===== config.mk =====
export PLATFORM = sky130hd
export DESIGN_NAME = origin_search_cfg
export DESIGN_NICKNAME = d
export VERILOG_FILES = /design/src/logic/origin_cfg_pkg.sv /design/src/logic/rate_tick.sv /design/src/logic/sensor_polarity.sv /design/src/logic/origin_search_cfg.sv
export SDC_FILE = /design/constraint.sdc
export NUM_CORES = 1
export LEC_CHECK = 0
export ABC_CLOCK_PERIOD_IN_PS = 8800
export BUFFER_PORTS_ARGS = -buffer_cell sky130_fd_sc_hd__clkbuf_2
export CAP_MARGIN = 30
export CORE_UTILIZATION = 53
export CTS_BUF_LIST = sky130_fd_sc_hd__clkbuf_8
export DETAILED_ROUTE_END_ITERATION = 12
export PLACE_DENSITY = 0.75
export SLEW_MARGIN = 10
export SYNTH_ARGS = -nofsm -noshare
export SYNTH_HDL_FRONTEND = slang
export SYNTH_SLANG_ARGS = --single-unit

===== constraint.sdc =====
create_clock -name CLK_I -period 8.8 [get_ports CLK_I]
set_clock_uncertainty 0.1 [all_clocks]
set_input_delay 0.88 -clock CLK_I [delete_from_list [all_inputs] [get_ports CLK_I]]
set_output_delay 0.88 -clock CLK_I [all_outputs]
set_load 0.02 [all_outputs]

===== src/logic/origin_cfg_pkg.sv =====
// Package with register map, field layout and timing constants of the origin search configuration block.
package origin_cfg_pkg;

  // ----------------------------------------------------------------------------------------------
  // Register indices and bus geometry
  // ----------------------------------------------------------------------------------------------
  localparam int unsigned ADDR_W           = 12;
  localparam logic [9:0] IDX_PROX_LO       = 10'h118;
  localparam logic [9:0] IDX_PROX_HI       = 10'h119;
  localparam logic [9:0] IDX_COMP_LO       = 10'h11a;
  localparam logic [9:0] IDX_COMP_HI       = 10'h11b;
  localparam logic [9:0] IDX_ACCEL         = 10'h11c;
  localparam logic [9:0] IDX_DECEL         = 10'h11d;
  localparam logic [9:0] IDX_POLARITY      = 10'h11e;
  localparam logic [9:0] IDX_INIT_LO       = 10'h114;
  localparam logic [9:0] IDX_INIT_HI       = 10'h115;
  localparam logic [9:0] IDX_CONTROL       = 10'h120;
  localparam logic [9:0] IDX_STATUS        = 10'h121;

  // ----------------------------------------------------------------------------------------------
  // Reset values and limits
  // ----------------------------------------------------------------------------------------------
  localparam logic [15:0] WORD_RESET       = 16'h0000;
  localparam logic [31:0] SPEED_MIN        = 32'h0000_0001;
  localparam logic [31:0] SPEED_MAX        = 32'h0001_86a0;
  localparam logic [15:0] RATE_MIN         = 16'h0001;
  localparam logic [15:0] RATE_MAX_OLD     = 16'h07d0;
  localparam logic [15:0] RATE_MAX_V2      = 16'hffff;

  // ----------------------------------------------------------------------------------------------
  // Polarity field positions and codes
  // ----------------------------------------------------------------------------------------------
  localparam int unsigned LIMIT_LSB        = 0;
  localparam int unsigned PROX_LSB         = 4;
  localparam int unsigned ORIGIN_LSB       = 8;
  localparam logic [3:0]  POL_NC           = 4'h0;
  localparam logic [3:0]  POL_NO           = 4'h1;

  // ----------------------------------------------------------------------------------------------
  // Control and status bits
  // ----------------------------------------------------------------------------------------------
  localparam int unsigned CTRL_START_BIT   = 0;
  localparam int unsigned CTRL_STOP_BIT    = 1;
  localparam int unsigned CTRL_V2_BIT      = 2;
  localparam int unsigned STAT_RUN_BIT     = 0;
  localparam int unsigned STAT_BAD_BIT     = 1;

  // ----------------------------------------------------------------------------------------------
  // Rate tick timing
  // ----------------------------------------------------------------------------------------------
  localparam int unsigned CLK_HZ           = 50_000_000;
  localparam int unsigned RATE_PERIOD_MS   = 4;
  localparam int unsigned RATE_TICK_CYCLES = CLK_HZ / 1000 * RATE_PERIOD_MS;

  typedef struct packed {
    logic [31:0] init_speed;
    logic [31:0] prox_speed;
    logic [31:0] compensation;
    logic [15:0] accel;
    logic [15:0] decel;
    logic        limit_no;
    logic        prox_no;
    logic        origin_no;
  } search_cfg_t;

  typedef struct packed {
    logic limit;
    logic prox;
    logic origin;
  } sensor_t;

endpackage : origin_cfg_pkg


===== src/logic/rate_tick.sv =====
// Tick generator, held at zero while run_i is low, marking each acceleration or deceleration step.
`timescale 1ns/1ps
module rate_tick #(
  parameter int unsigned PERIOD = origin_cfg_pkg::RATE_TICK_CYCLES
) (
  input  wire logic clk_i,
  input  wire logic arst_n_i,
  input  wire logic run_i,
  output logic      tick_o
);

  localparam int unsigned CW = $clog2(PERIOD + 1);
  localparam logic [CW-1:0] LAST = CW'(PERIOD - 1);

  logic [CW-1:0] cnt_q;

  always_ff @(posedge clk_i or negedge arst_n_i) begin
    if (!arst_n_i) begin
      cnt_q <= '0;
    end else if (!run_i || cnt_q == LAST) begin
      cnt_q <= '0;
    end else begin
      cnt_q <= cnt_q + CW'(1);
    end
  end

  assign tick_o = run_i && (cnt_q == LAST);

endmodule : rate_tick


===== src/logic/sensor_polarity.sv =====
// Converts raw sensor levels to asserted flags using the latched contact type.
`timescale 1ns/1ps
module sensor_polarity (
  input  wire logic                    clk_i,
  input  wire logic                    arst_n_i,
  input  origin_cfg_pkg::sensor_t      raw_i,
  input  origin_cfg_pkg::sensor_t      no_i,
  output origin_cfg_pkg::sensor_t      active_o
);

  // A normally closed contact reads asserted when its raw level is low.
  always_ff @(posedge clk_i or negedge arst_n_i) begin
    if (!arst_n_i) begin
      active_o <= '0;
    end else begin
      active_o <= ~(raw_i ^ no_i);
    end
  end

endmodule : sensor_polarity


===== src/logic/origin_search_cfg.sv =====
// Register store and latched profile generator for the origin search of pulse output one.
//
// Notes on behaviour
// - Proximity speed: two words, 1 to 100000
// - Signed 32-bit origin compensation, full range
// - Acceleration: frequency increment each 4 ms
// - Deceleration: frequency decrement each 4 ms
// - Limit polarity bits 0-3, 0 closed, 1 open
// - Proximity polarity bits 4-7, default closed
// - Origin polarity bits 8-11, default closed
// - Initial speed starts search and return moves
`timescale 1ns/1ps
module origin_search_cfg #(
  parameter int unsigned TICK_CYCLES = origin_cfg_pkg::RATE_TICK_CYCLES
) (
  input  wire logic                              CLK_I,
  input  wire logic                              ARST_N_I,
  input  wire logic [origin_cfg_pkg::ADDR_W-1:0] AVS_ADDRESS_I,
  input  wire logic                              AVS_READ_I,
  input  wire logic                              AVS_WRITE_I,
  input  wire logic [31:0]                       AVS_WRITEDATA_I,
  input  wire logic [3:0]                        AVS_BYTEENABLE_I,
  output logic [31:0]                            AVS_READDATA_O,
  output logic                                   AVS_WAITREQUEST_O,
  input  wire logic                              LIMIT_IN_I,
  input  wire logic                              PROX_IN_I,
  input  wire logic                              ORIGIN_IN_I,
  output logic                                   LIMIT_ACTIVE_O,
  output logic                                   PROX_ACTIVE_O,
  output logic                                   ORIGIN_ACTIVE_O,
  output logic [31:0]                            FREQ_O,
  output logic [31:0]                            COMPENSATION_O,
  output logic                                   RUNNING_O
);

  // ----------------------------------------------------------------------------------------------
  // Register storage
  // ----------------------------------------------------------------------------------------------
  logic [15:0] prox_lo_q;
  logic [15:0] prox_hi_q;
  logic [15:0] comp_lo_q;
  logic [15:0] comp_hi_q;
  logic [15:0] accel_q;
  logic [15:0] decel_q;
  logic [15:0] pol_q;
  logic [15:0] init_lo_q;
  logic [15:0] init_hi_q;
  logic        v2_q;
  logic        ack_q;
  logic        run_q;
  logic        bad_q;
  logic [31:0] freq_q;
  logic [31:0] rdata_d;
  origin_cfg_pkg::search_cfg_t cfg_q;
  origin_cfg_pkg::search_cfg_t cfg_d;

  typedef enum logic [1:0] {
    ST_IDLE,
    ST_ACCEL,
    ST_CRUISE,
    ST_DECEL
  } phase_t;
  phase_t phase_q;

  // ----------------------------------------------------------------------------------------------
  // Bus decode
  // ----------------------------------------------------------------------------------------------
  logic       word_ok;
  logic [9:0] idx;
  logic       req;
  logic       wr_go;
  logic       rd_go;
  logic       start_req;
  logic       stop_req;

  assign word_ok = (AVS_ADDRESS_I[1:0] == 2'h0);
  assign idx     = AVS_ADDRESS_I[origin_cfg_pkg::ADDR_W-1:2];
  assign req     = AVS_READ_I || AVS_WRITE_I;
  assign wr_go   = AVS_WRITE_I && ack_q;
  assign rd_go   = AVS_READ_I && ack_q;

  // One wait cycle per access; the request is taken on the second edge.
  assign AVS_WAITREQUEST_O = req && !ack_q;

  always_ff @(posedge CLK_I or negedge ARST_N_I) begin
    if (!ARST_N_I) begin
      ack_q <= 1'b0;
    end else begin
      ack_q <= req && !ack_q;
    end
  end

  function automatic logic [15:0] merge(input logic [15:0] old, input logic [31:0] wd, input logic [3:0] be);
    merge = {be[1] ? wd[15:8] : old[15:8], be[0] ? wd[7:0] : old[7:0]};
  endfunction : merge

  function automatic logic hit(input logic [9:0] a, input logic [9:0] r);
    hit = wr_go && word_ok && (a == r);
  endfunction : hit

  assign start_req = wr_go && word_ok && (idx == origin_cfg_pkg::IDX_CONTROL) && AVS_BYTEENABLE_I[0]
                     && AVS_WRITEDATA_I[origin_cfg_pkg::CTRL_START_BIT];
  assign stop_req  = wr_go && word_ok && (idx == origin_cfg_pkg::IDX_CONTROL) && AVS_BYTEENABLE_I[0]
                     && AVS_WRITEDATA_I[origin_cfg_pkg::CTRL_STOP_BIT];

  // ----------------------------------------------------------------------------------------------
  // Speed words
  // ----------------------------------------------------------------------------------------------
  always_ff @(posedge CLK_I or negedge ARST_N_I) begin
    if (!ARST_N_I) begin
      prox_lo_q <= origin_cfg_pkg::WORD_RESET;
      prox_hi_q <= origin_cfg_pkg::WORD_RESET;
      init_lo_q <= origin_cfg_pkg::WORD_RESET;
      init_hi_q <= origin_cfg_pkg::WORD_RESET;
    end else begin
      if (hit(idx, origin_cfg_pkg::IDX_PROX_LO)) begin
        prox_lo_q <= merge(prox_lo_q, AVS_WRITEDATA_I, AVS_BYTEENABLE_I);
      end
      if (hit(idx, origin_cfg_pkg::IDX_PROX_HI)) begin
        prox_hi_q <= merge(prox_hi_q, AVS_WRITEDATA_I, AVS_BYTEENABLE_I);
      end
      if (hit(idx, origin_cfg_pkg::IDX_INIT_LO)) begin
        init_lo_q <= merge(init_lo_q, AVS_WRITEDATA_I, AVS_BYTEENABLE_I);
      end
      if (hit(idx, origin_cfg_pkg::IDX_INIT_HI)) begin
        init_hi_q <= merge(init_hi_q, AVS_WRITEDATA_I, AVS_BYTEENABLE_I);
      end
    end
  end

  // ----------------------------------------------------------------------------------------------
  // Compensation words
  // ----------------------------------------------------------------------------------------------
  always_ff @(posedge CLK_I or negedge ARST_N_I) begin
    if (!ARST_N_I) begin
      comp_lo_q <= origin_cfg_pkg::WORD_RESET;
      comp_hi_q <= origin_cfg_pkg::WORD_RESET;
    end else begin
      if (hit(idx, origin_cfg_pkg::IDX_COMP_LO)) begin
        comp_lo_q <= merge(comp_lo_q, AVS_WRITEDATA_I, AVS_BYTEENABLE_I);
      end
      if (hit(idx, origin_cfg_pkg::IDX_COMP_HI)) begin
        comp_hi_q <= merge(comp_hi_q, AVS_WRITEDATA_I, AVS_BYTEENABLE_I);
      end
    end
  end

  // ----------------------------------------------------------------------------------------------
  // Rates, polarity and control
  // ----------------------------------------------------------------------------------------------
  always_ff @(posedge CLK_I or negedge ARST_N_I) begin
    if (!ARST_N_I) begin
      accel_q <= origin_cfg_pkg::WORD_RESET;
      decel_q <= origin_cfg_pkg::WORD_RESET;
      pol_q   <= origin_cfg_pkg::WORD_RESET;
      v2_q    <= 1'b0;
    end else begin
      if (hit(idx, origin_cfg_pkg::IDX_ACCEL)) begin
        accel_q <= merge(accel_q, AVS_WRITEDATA_I, AVS_BYTEENABLE_I);
      end
      if (hit(idx, origin_cfg_pkg::IDX_DECEL)) begin
        decel_q <= merge(decel_q, AVS_WRITEDATA_I, AVS_BYTEENABLE_I);
      end
      if (hit(idx, origin_cfg_pkg::IDX_POLARITY)) begin
        pol_q <= merge(pol_q, AVS_WRITEDATA_I, AVS_BYTEENABLE_I);
      end
      if (hit(idx, origin_cfg_pkg::IDX_CONTROL) && AVS_BYTEENABLE_I[0]) begin
        v2_q <= AVS_WRITEDATA_I[origin_cfg_pkg::CTRL_V2_BIT];
      end
    end
  end

  // ----------------------------------------------------------------------------------------------
  // Validation and latch at start
  // ----------------------------------------------------------------------------------------------
  function automatic logic speed_ok(input logic [31:0] s, input logic [31:0] lo);
    speed_ok = (s >= lo) && (s <= origin_cfg_pkg::SPEED_MAX);
  endfunction : speed_ok

  function automatic logic rate_ok(input logic [15:0] r, input logic v2);
    rate_ok = (r >= origin_cfg_pkg::RATE_MIN)
              && (v2 ? (r <= origin_cfg_pkg::RATE_MAX_V2) : (r <= origin_cfg_pkg::RATE_MAX_OLD));
  endfunction : rate_ok

  function automatic logic is_no(input logic [3:0] code);
    is_no = (code == origin_cfg_pkg::POL_NO);
  endfunction : is_no

  logic settings_ok;

  assign settings_ok = speed_ok({prox_hi_q, prox_lo_q}, origin_cfg_pkg::SPEED_MIN)
                       && speed_ok({init_hi_q, init_lo_q}, 32'h0000_0000)
                       && rate_ok(accel_q, v2_q)
                       && rate_ok(decel_q, v2_q);

  always_comb begin
    cfg_d              = cfg_q;
    cfg_d.init_speed   = {init_hi_q, init_lo_q};
    cfg_d.prox_speed   = {prox_hi_q, prox_lo_q};
    cfg_d.compensation = {comp_hi_q, comp_lo_q};
    cfg_d.accel        = accel_q;
    cfg_d.decel        = decel_q;
    cfg_d.limit_no     = is_no(pol_q[origin_cfg_pkg::LIMIT_LSB +: 4]);
    cfg_d.prox_no      = is_no(pol_q[origin_cfg_pkg::PROX_LSB +: 4]);
    cfg_d.origin_no    = is_no(pol_q[origin_cfg_pkg::ORIGIN_LSB +: 4]);
  end

  logic launch;
  assign launch = start_req && !run_q && settings_ok;

  always_ff @(posedge CLK_I or negedge ARST_N_I) begin
    if (!ARST_N_I) begin
      cfg_q <= '0;
    end else if (launch) begin
      cfg_q <= cfg_d;
    end
  end

  always_ff @(posedge CLK_I or negedge ARST_N_I) begin
    if (!ARST_N_I) begin
      bad_q <= 1'b0;
    end else if (start_req && !run_q) begin
      bad_q <= !settings_ok;
    end
  end

  // ----------------------------------------------------------------------------------------------
  // Speed profile
  // ----------------------------------------------------------------------------------------------
  logic tick;

  rate_tick #(
    .PERIOD (TICK_CYCLES)
  ) u_tick (
    .clk_i    (CLK_I),
    .arst_n_i (ARST_N_I),
    .run_i    (run_q),
    .tick_o   (tick)
  );

  logic [31:0] up_sum;
  logic [31:0] floor;
  assign up_sum = freq_q + {16'h0000, cfg_q.accel};
  assign floor  = cfg_q.init_speed + {16'h0000, cfg_q.decel};

  always_ff @(posedge CLK_I or negedge ARST_N_I) begin
    if (!ARST_N_I) begin
      phase_q <= ST_IDLE;
      freq_q  <= '0;
      run_q   <= 1'b0;
    end else begin
      unique case (phase_q)
        ST_IDLE: begin
          if (launch) begin
            phase_q <= ST_ACCEL;
            freq_q  <= cfg_d.init_speed;
            run_q   <= 1'b1;
          end
        end
        ST_ACCEL: begin
          if (stop_req) begin
            phase_q <= ST_DECEL;
          end else if (tick) begin
            if (up_sum >= cfg_q.prox_speed) begin
              freq_q  <= cfg_q.prox_speed;
              phase_q <= ST_CRUISE;
            end else begin
              freq_q <= up_sum;
            end
          end
        end
        ST_CRUISE: begin
          if (stop_req) begin
            phase_q <= ST_DECEL;
          end
        end
        ST_DECEL: begin
          if (tick) begin
            if (freq_q <= floor) begin
              freq_q  <= '0;
              phase_q <= ST_IDLE;
              run_q   <= 1'b0;
            end else begin
              freq_q <= freq_q - {16'h0000, cfg_q.decel};
            end
          end
        end
      endcase
    end
  end

  assign FREQ_O         = freq_q;
  assign COMPENSATION_O = cfg_q.compensation;
  assign RUNNING_O      = run_q;

  // ----------------------------------------------------------------------------------------------
  // Sensors
  // ----------------------------------------------------------------------------------------------
  origin_cfg_pkg::sensor_t raw;
  origin_cfg_pkg::sensor_t pol_no;
  origin_cfg_pkg::sensor_t act;

  assign raw    = '{limit: LIMIT_IN_I, prox: PROX_IN_I, origin: ORIGIN_IN_I};
  assign pol_no = '{limit: cfg_q.limit_no, prox: cfg_q.prox_no, origin: cfg_q.origin_no};

  sensor_polarity u_pol (
    .clk_i    (CLK_I),
    .arst_n_i (ARST_N_I),
    .raw_i    (raw),
    .no_i     (pol_no),
    .active_o (act)
  );

  assign LIMIT_ACTIVE_O  = act.limit;
  assign PROX_ACTIVE_O   = act.prox;
  assign ORIGIN_ACTIVE_O = act.origin;

  // ----------------------------------------------------------------------------------------------
  // Read data
  // ----------------------------------------------------------------------------------------------
  always_comb begin
    rdata_d = 32'h0000_0000;
    if (word_ok) begin
      unique case (idx)
        origin_cfg_pkg::IDX_PROX_LO:  rdata_d = {16'h0000, prox_lo_q};
        origin_cfg_pkg::IDX_PROX_HI:  rdata_d = {16'h0000, prox_hi_q};
        origin_cfg_pkg::IDX_COMP_LO:  rdata_d = {16'h0000, comp_lo_q};
        origin_cfg_pkg::IDX_COMP_HI:  rdata_d = {16'h0000, comp_hi_q};
        origin_cfg_pkg::IDX_ACCEL:    rdata_d = {16'h0000, accel_q};
        origin_cfg_pkg::IDX_DECEL:    rdata_d = {16'h0000, decel_q};
        origin_cfg_pkg::IDX_POLARITY: rdata_d = {16'h0000, pol_q};
        origin_cfg_pkg::IDX_INIT_LO:  rdata_d = {16'h0000, init_lo_q};
        origin_cfg_pkg::IDX_INIT_HI:  rdata_d = {16'h0000, init_hi_q};
        origin_cfg_pkg::IDX_CONTROL:  rdata_d = {29'h0000_0000, v2_q, 2'h0};
        origin_cfg_pkg::IDX_STATUS:   rdata_d = {30'h0000_0000, bad_q, run_q};
        default:                      rdata_d = 32'h0000_0000;
      endcase
    end
  end

  always_ff @(posedge CLK_I or negedge ARST_N_I) begin
    if (!ARST_N_I) begin
      AVS_READDATA_O <= '0;
    end else if (AVS_READ_I && !ack_q) begin
      AVS_READDATA_O <= rdata_d;
    end
  end

endmodule : origin_search_cfg


==> flow_summary_export.csv <==
group,metric,value,unit
worst_setup_path,critPathTopFamily,"compound AO/OA/AOI/OAI gates",
placed_design,gp_congestion,0.949,
synthesis,yosysWarnings,0,
timing,finalWorstSetupSlack,2.19,ns
global_routing,grt.overflow.total,0,
drt,drt_wl_total,56100,um
die,dieHeight,197,um
power,p_leak,11.1,nW
timing,finalHoldViolations,0,
clocking,ctsHoldBuffers,0,
worst_setup_path,critPathBufInv,2,
clocking,clkSinkCount,350,
placed_design,hpwl,40500,um
power,internal_power,2.48,mW
clocking,cts_tree,"done",
worst_setup_path,startpoint_type,"flip-flop",
power,p_total,3.26,mW
timing,clock.fmax,151,MHz
synthesis,synth.top_cell.area_share,0.434,
synthesis,synth_top_area_cell,"dfrtp_1",
worst_setup_path,critPathKind,"reg2reg",
synthesis,syn_area,0.0202,mm^2
worst_setup_path,slowest_delay,0.72,ns
timing,layout_min_cycle_time,6.61,ns
die,io_pins,156,
timing,slew_headroom,0.335,
cells_and_area,areaGrowthSynthToFinish,11.4,%
clocking,cts-buffers-inserted,59,
timing,finalSetupTns,0,ns
worst_setup_path,required,9.30,ns
clocking,clock_latency,0.67,ns
global_routing,grt_max_degree,122,
cells_and_area,nets,2212,
global_routing,grt_pass1_vias,15900,
worst_setup_path,cp_cell_sequence,"ha_1 -> inv_1 -> fa_1 -> nor2b_1 -> o21a_1 -> o21ai_0 -> a21oi_1 -> a211oi_1 -> o311ai_0 -> a21oi_1 -> nor2_1 -> xnor2_1 -> ha_1 -> nand4_1 -> nor3_1 -> nand4_1 -> a31oi_1 -> o211a_1 -> buf_4 -> or3b_2 -> a21oi_1 -> a311o_1",
clocking,cts_setup_buffers,0,
power,ir_drop,0.000132,V
worst_setup_path,crit_top_cell,"a21oi_1",
clocking,cts.reportedPaths.clkPinSlew,0.06,ns
cells_and_area,n_antenna_cell,0,
worst_hold_path,hold_class,"in2async",
power,p_clk_frac,0.479,
timing,setup_viol,0,
worst_setup_path,arrival,7.11,ns
synthesis,synth_area_leaders,"dfrtp_1 43%, mux2_2 13%, ha_1 7.3%",
power,seqPwrFrac,0.496,
clocking,htree_levels,2,
synthesis,syn_inst,1918,
drt,viasPerCell,6.21,
timing,tightest_slew,0.989,ns
cells_and_area,final.fill_count,3107,
drt,via_count,16100,
die,start_util,0.537,
timing,drv_slew,0,
worst_setup_path,end_kind,"flip-flop",
placed_design,port_buffers,121,
synthesis,synth_area_per_cell,10.5,um^2
drt,drtIter0Drc,1440,
die,row_count,71,
synthesis,ys_seq_area_frac,0.434,
drt,drc,0,
global_routing,grt_usage,0.290,
die,core_area,0.0376,mm^2
power,combinationalPowerShare,0.026,
power,power_switching,771,uW
synthesis,ys_types,85,
power,powerDensity,145,mW/mm^2
synthesis,synth-edff-count,0,
clocking,cts_root_buf,"clkbuf_8",
drt,final_antenna_net_count,0,
timing,finalCritPeriodShare,0.751,
timing,rsz0062_at_grt,"no",
clocking,cts_buffer_depth,3,
die,dieArea,0.0389,mm^2
clocking,post_cts_resized,0,
synthesis,async_reset_ff_frac,1.00,
cells_and_area,drive_gt1_frac,0.247,
worst_setup_path,cp_max_fo,28,
synthesis,synth_common_cells,"350 x dfrtp_1, 225 x mux2_2, 140 x nand2_1",
synthesis,yosysMostFrequentCell,"dfrtp_1",
timing,holdWs,0.194,ns
job,maxCapViolCount,0,
synthesis,ys.flop_type,"dfrtp_1",
global_routing,antenna_found_initial,1,
run_status,status,"finished, final reports clean",
synthesis,ys_ff_latch,350,
global_routing,grt_pass1_wl,87600,um
drt,dr.pass1.iters,7,
die,dieWidth,197,um
drt,wl_per_cell,21.6,um
power,switching_share,0.237,
placed_design,dp_slack,2.10,ns
worst_setup_path,slowest_stage,"a21oi_1",
## metal layers
metal	track usage	vias up	share of wire
li1	-	7257	-
met2	0.486	705	0.48
met4	0.112	0	0.034
met3	0.0452	127	0.075
met1	0.378	8024	0.41
met5	0	-	0
## cell type report
| class | instances | area (um^2) | share of cell area |
|---|---|---|---|
| Inverter | 78 | 293 | 0.0130 |
| Timing Repair Buffer | 156 | 953 | 0.0424 |
| Tap cell | 511 | 639 | 0.0284 |
| Clock buffer | 78 | 1070 | 0.0478 |
| Multi-Input combinational cell | 1391 | 10600 | 0.469 |
| Clock inverter | 31 | 213 | 0.00946 |
| Sequential cell | 350 | 8760 | 0.390 |
## worst reg2reg max path, cell delays in order, from the launching register on
cell and delay (ns):
dfrtp_1 0.41, ha_1 0.22, inv_1 0.07, fa_1 0.22, nor2b_1 0.07, o21a_1 0.18
o21ai_0 0.27, a21oi_1 0.20, a211oi_1 0.50, o311ai_0 0.26, a21oi_1 0.72, nor2_1 0.15
xnor2_1 0.16, ha_1 0.29, nand4_1 0.18, nor3_1 0.34, nand4_1 0.25, a31oi_1 0.20
o211a_1 0.56, buf_4 0.41, or3b_2 0.48, a21oi_1 0.17, a311o_1 0.14
## kinds of logic after synthesis
kind of cell               after synthesis  share of synthesized area
muxes                                  238                      0.132
xor gates and xnor gates                90                     0.0390
adders and majority gates              121                     0.0761
buffers and inverters                  192                     0.0466
AOI/OAI and AO/OA                      417                      0.141
DFF                                    350                      0.434
other                                    1                   0.000186
and+or+nand+nor                        509                      0.132
## cells in the final DEF, fill, tap and decap left out, types with 18 or more instances in the layout
cell type	count
a22oi_1	40
nand2_1	140
clkbuf_2	120
clkbuf_8	78
buf_4	26
ha_1	118
inv_1	89
nor3_1	33
a21o_1	25
xor2_1	32
a31oi_1	18
xnor2_1	58
nor2b_1	33
mux2_2	225
nand3_1	45
nor4_1	20
a21oi_1	64
nand4_1	25
nor2_1	108
dfrtp_1	350
o21ai_0	108
and3_1	20
## power by group through the flow
stage / logic, mW / clock network [mW] / registers (mW)
after detailed placement: 0.0812 / 0 / 1.64
after global placement: 0.0779 / 0 / 1.64
after global routing: 0.0928 / 1.65 / 1.61
final: 0.0833 / 1.56 / 1.61
after floorplan: 0.0263 / 0 / 1.64
after CTS: 0.0815 / 1.58 / 1.61
## sequential cells by signal, summed over array words and instances (netlist names), 18 cells and up
name	cells
FREQ_O	32
cfg_q	99
COMPENSATION_O	32
u_tick.cnt_q	18
## metrics by stage
stage               instances   util  instance area, um^2
floorplan                1933      -                20200
CTS                      2588  0.595                22400
detailed placement       2479  0.561                21100
finish                   2595  0.598                22500
global route             2595  0.598                22500
global placement         2474  0.560                21000
## final timing paths
check | start | to | slack (ns) | cells after the start
worst min register to register | cfg_q[2]$_DFFE_PN0P_ | u_pol.active_o[2]$_DFF_PN0_ | 0.37 | 1
max in group asynchronous | ARST_N_I | pol_q[14]$_DFFE_PN0P_ | 7.09 | 3
worst max register to register | cfg_q[3]$_DFFE_PN0P_ | FREQ_O[23]$_DFFE_PN0P_ | 2.19 | 22
worst min-delay path | ARST_N_I | u_tick.cnt_q[11]$_DFF_PN0_ | 0.19 | 1
worst max-delay path | cfg_q[3]$_DFFE_PN0P_ | FREQ_O[23]$_DFFE_PN0P_ | 2.19 | 22
min in group CLK_I | LIMIT_IN_I | u_pol.active_o[2]$_DFF_PN0_ | 0.29 | 2
No activity file was read; power rests on OpenSTA's default activity.
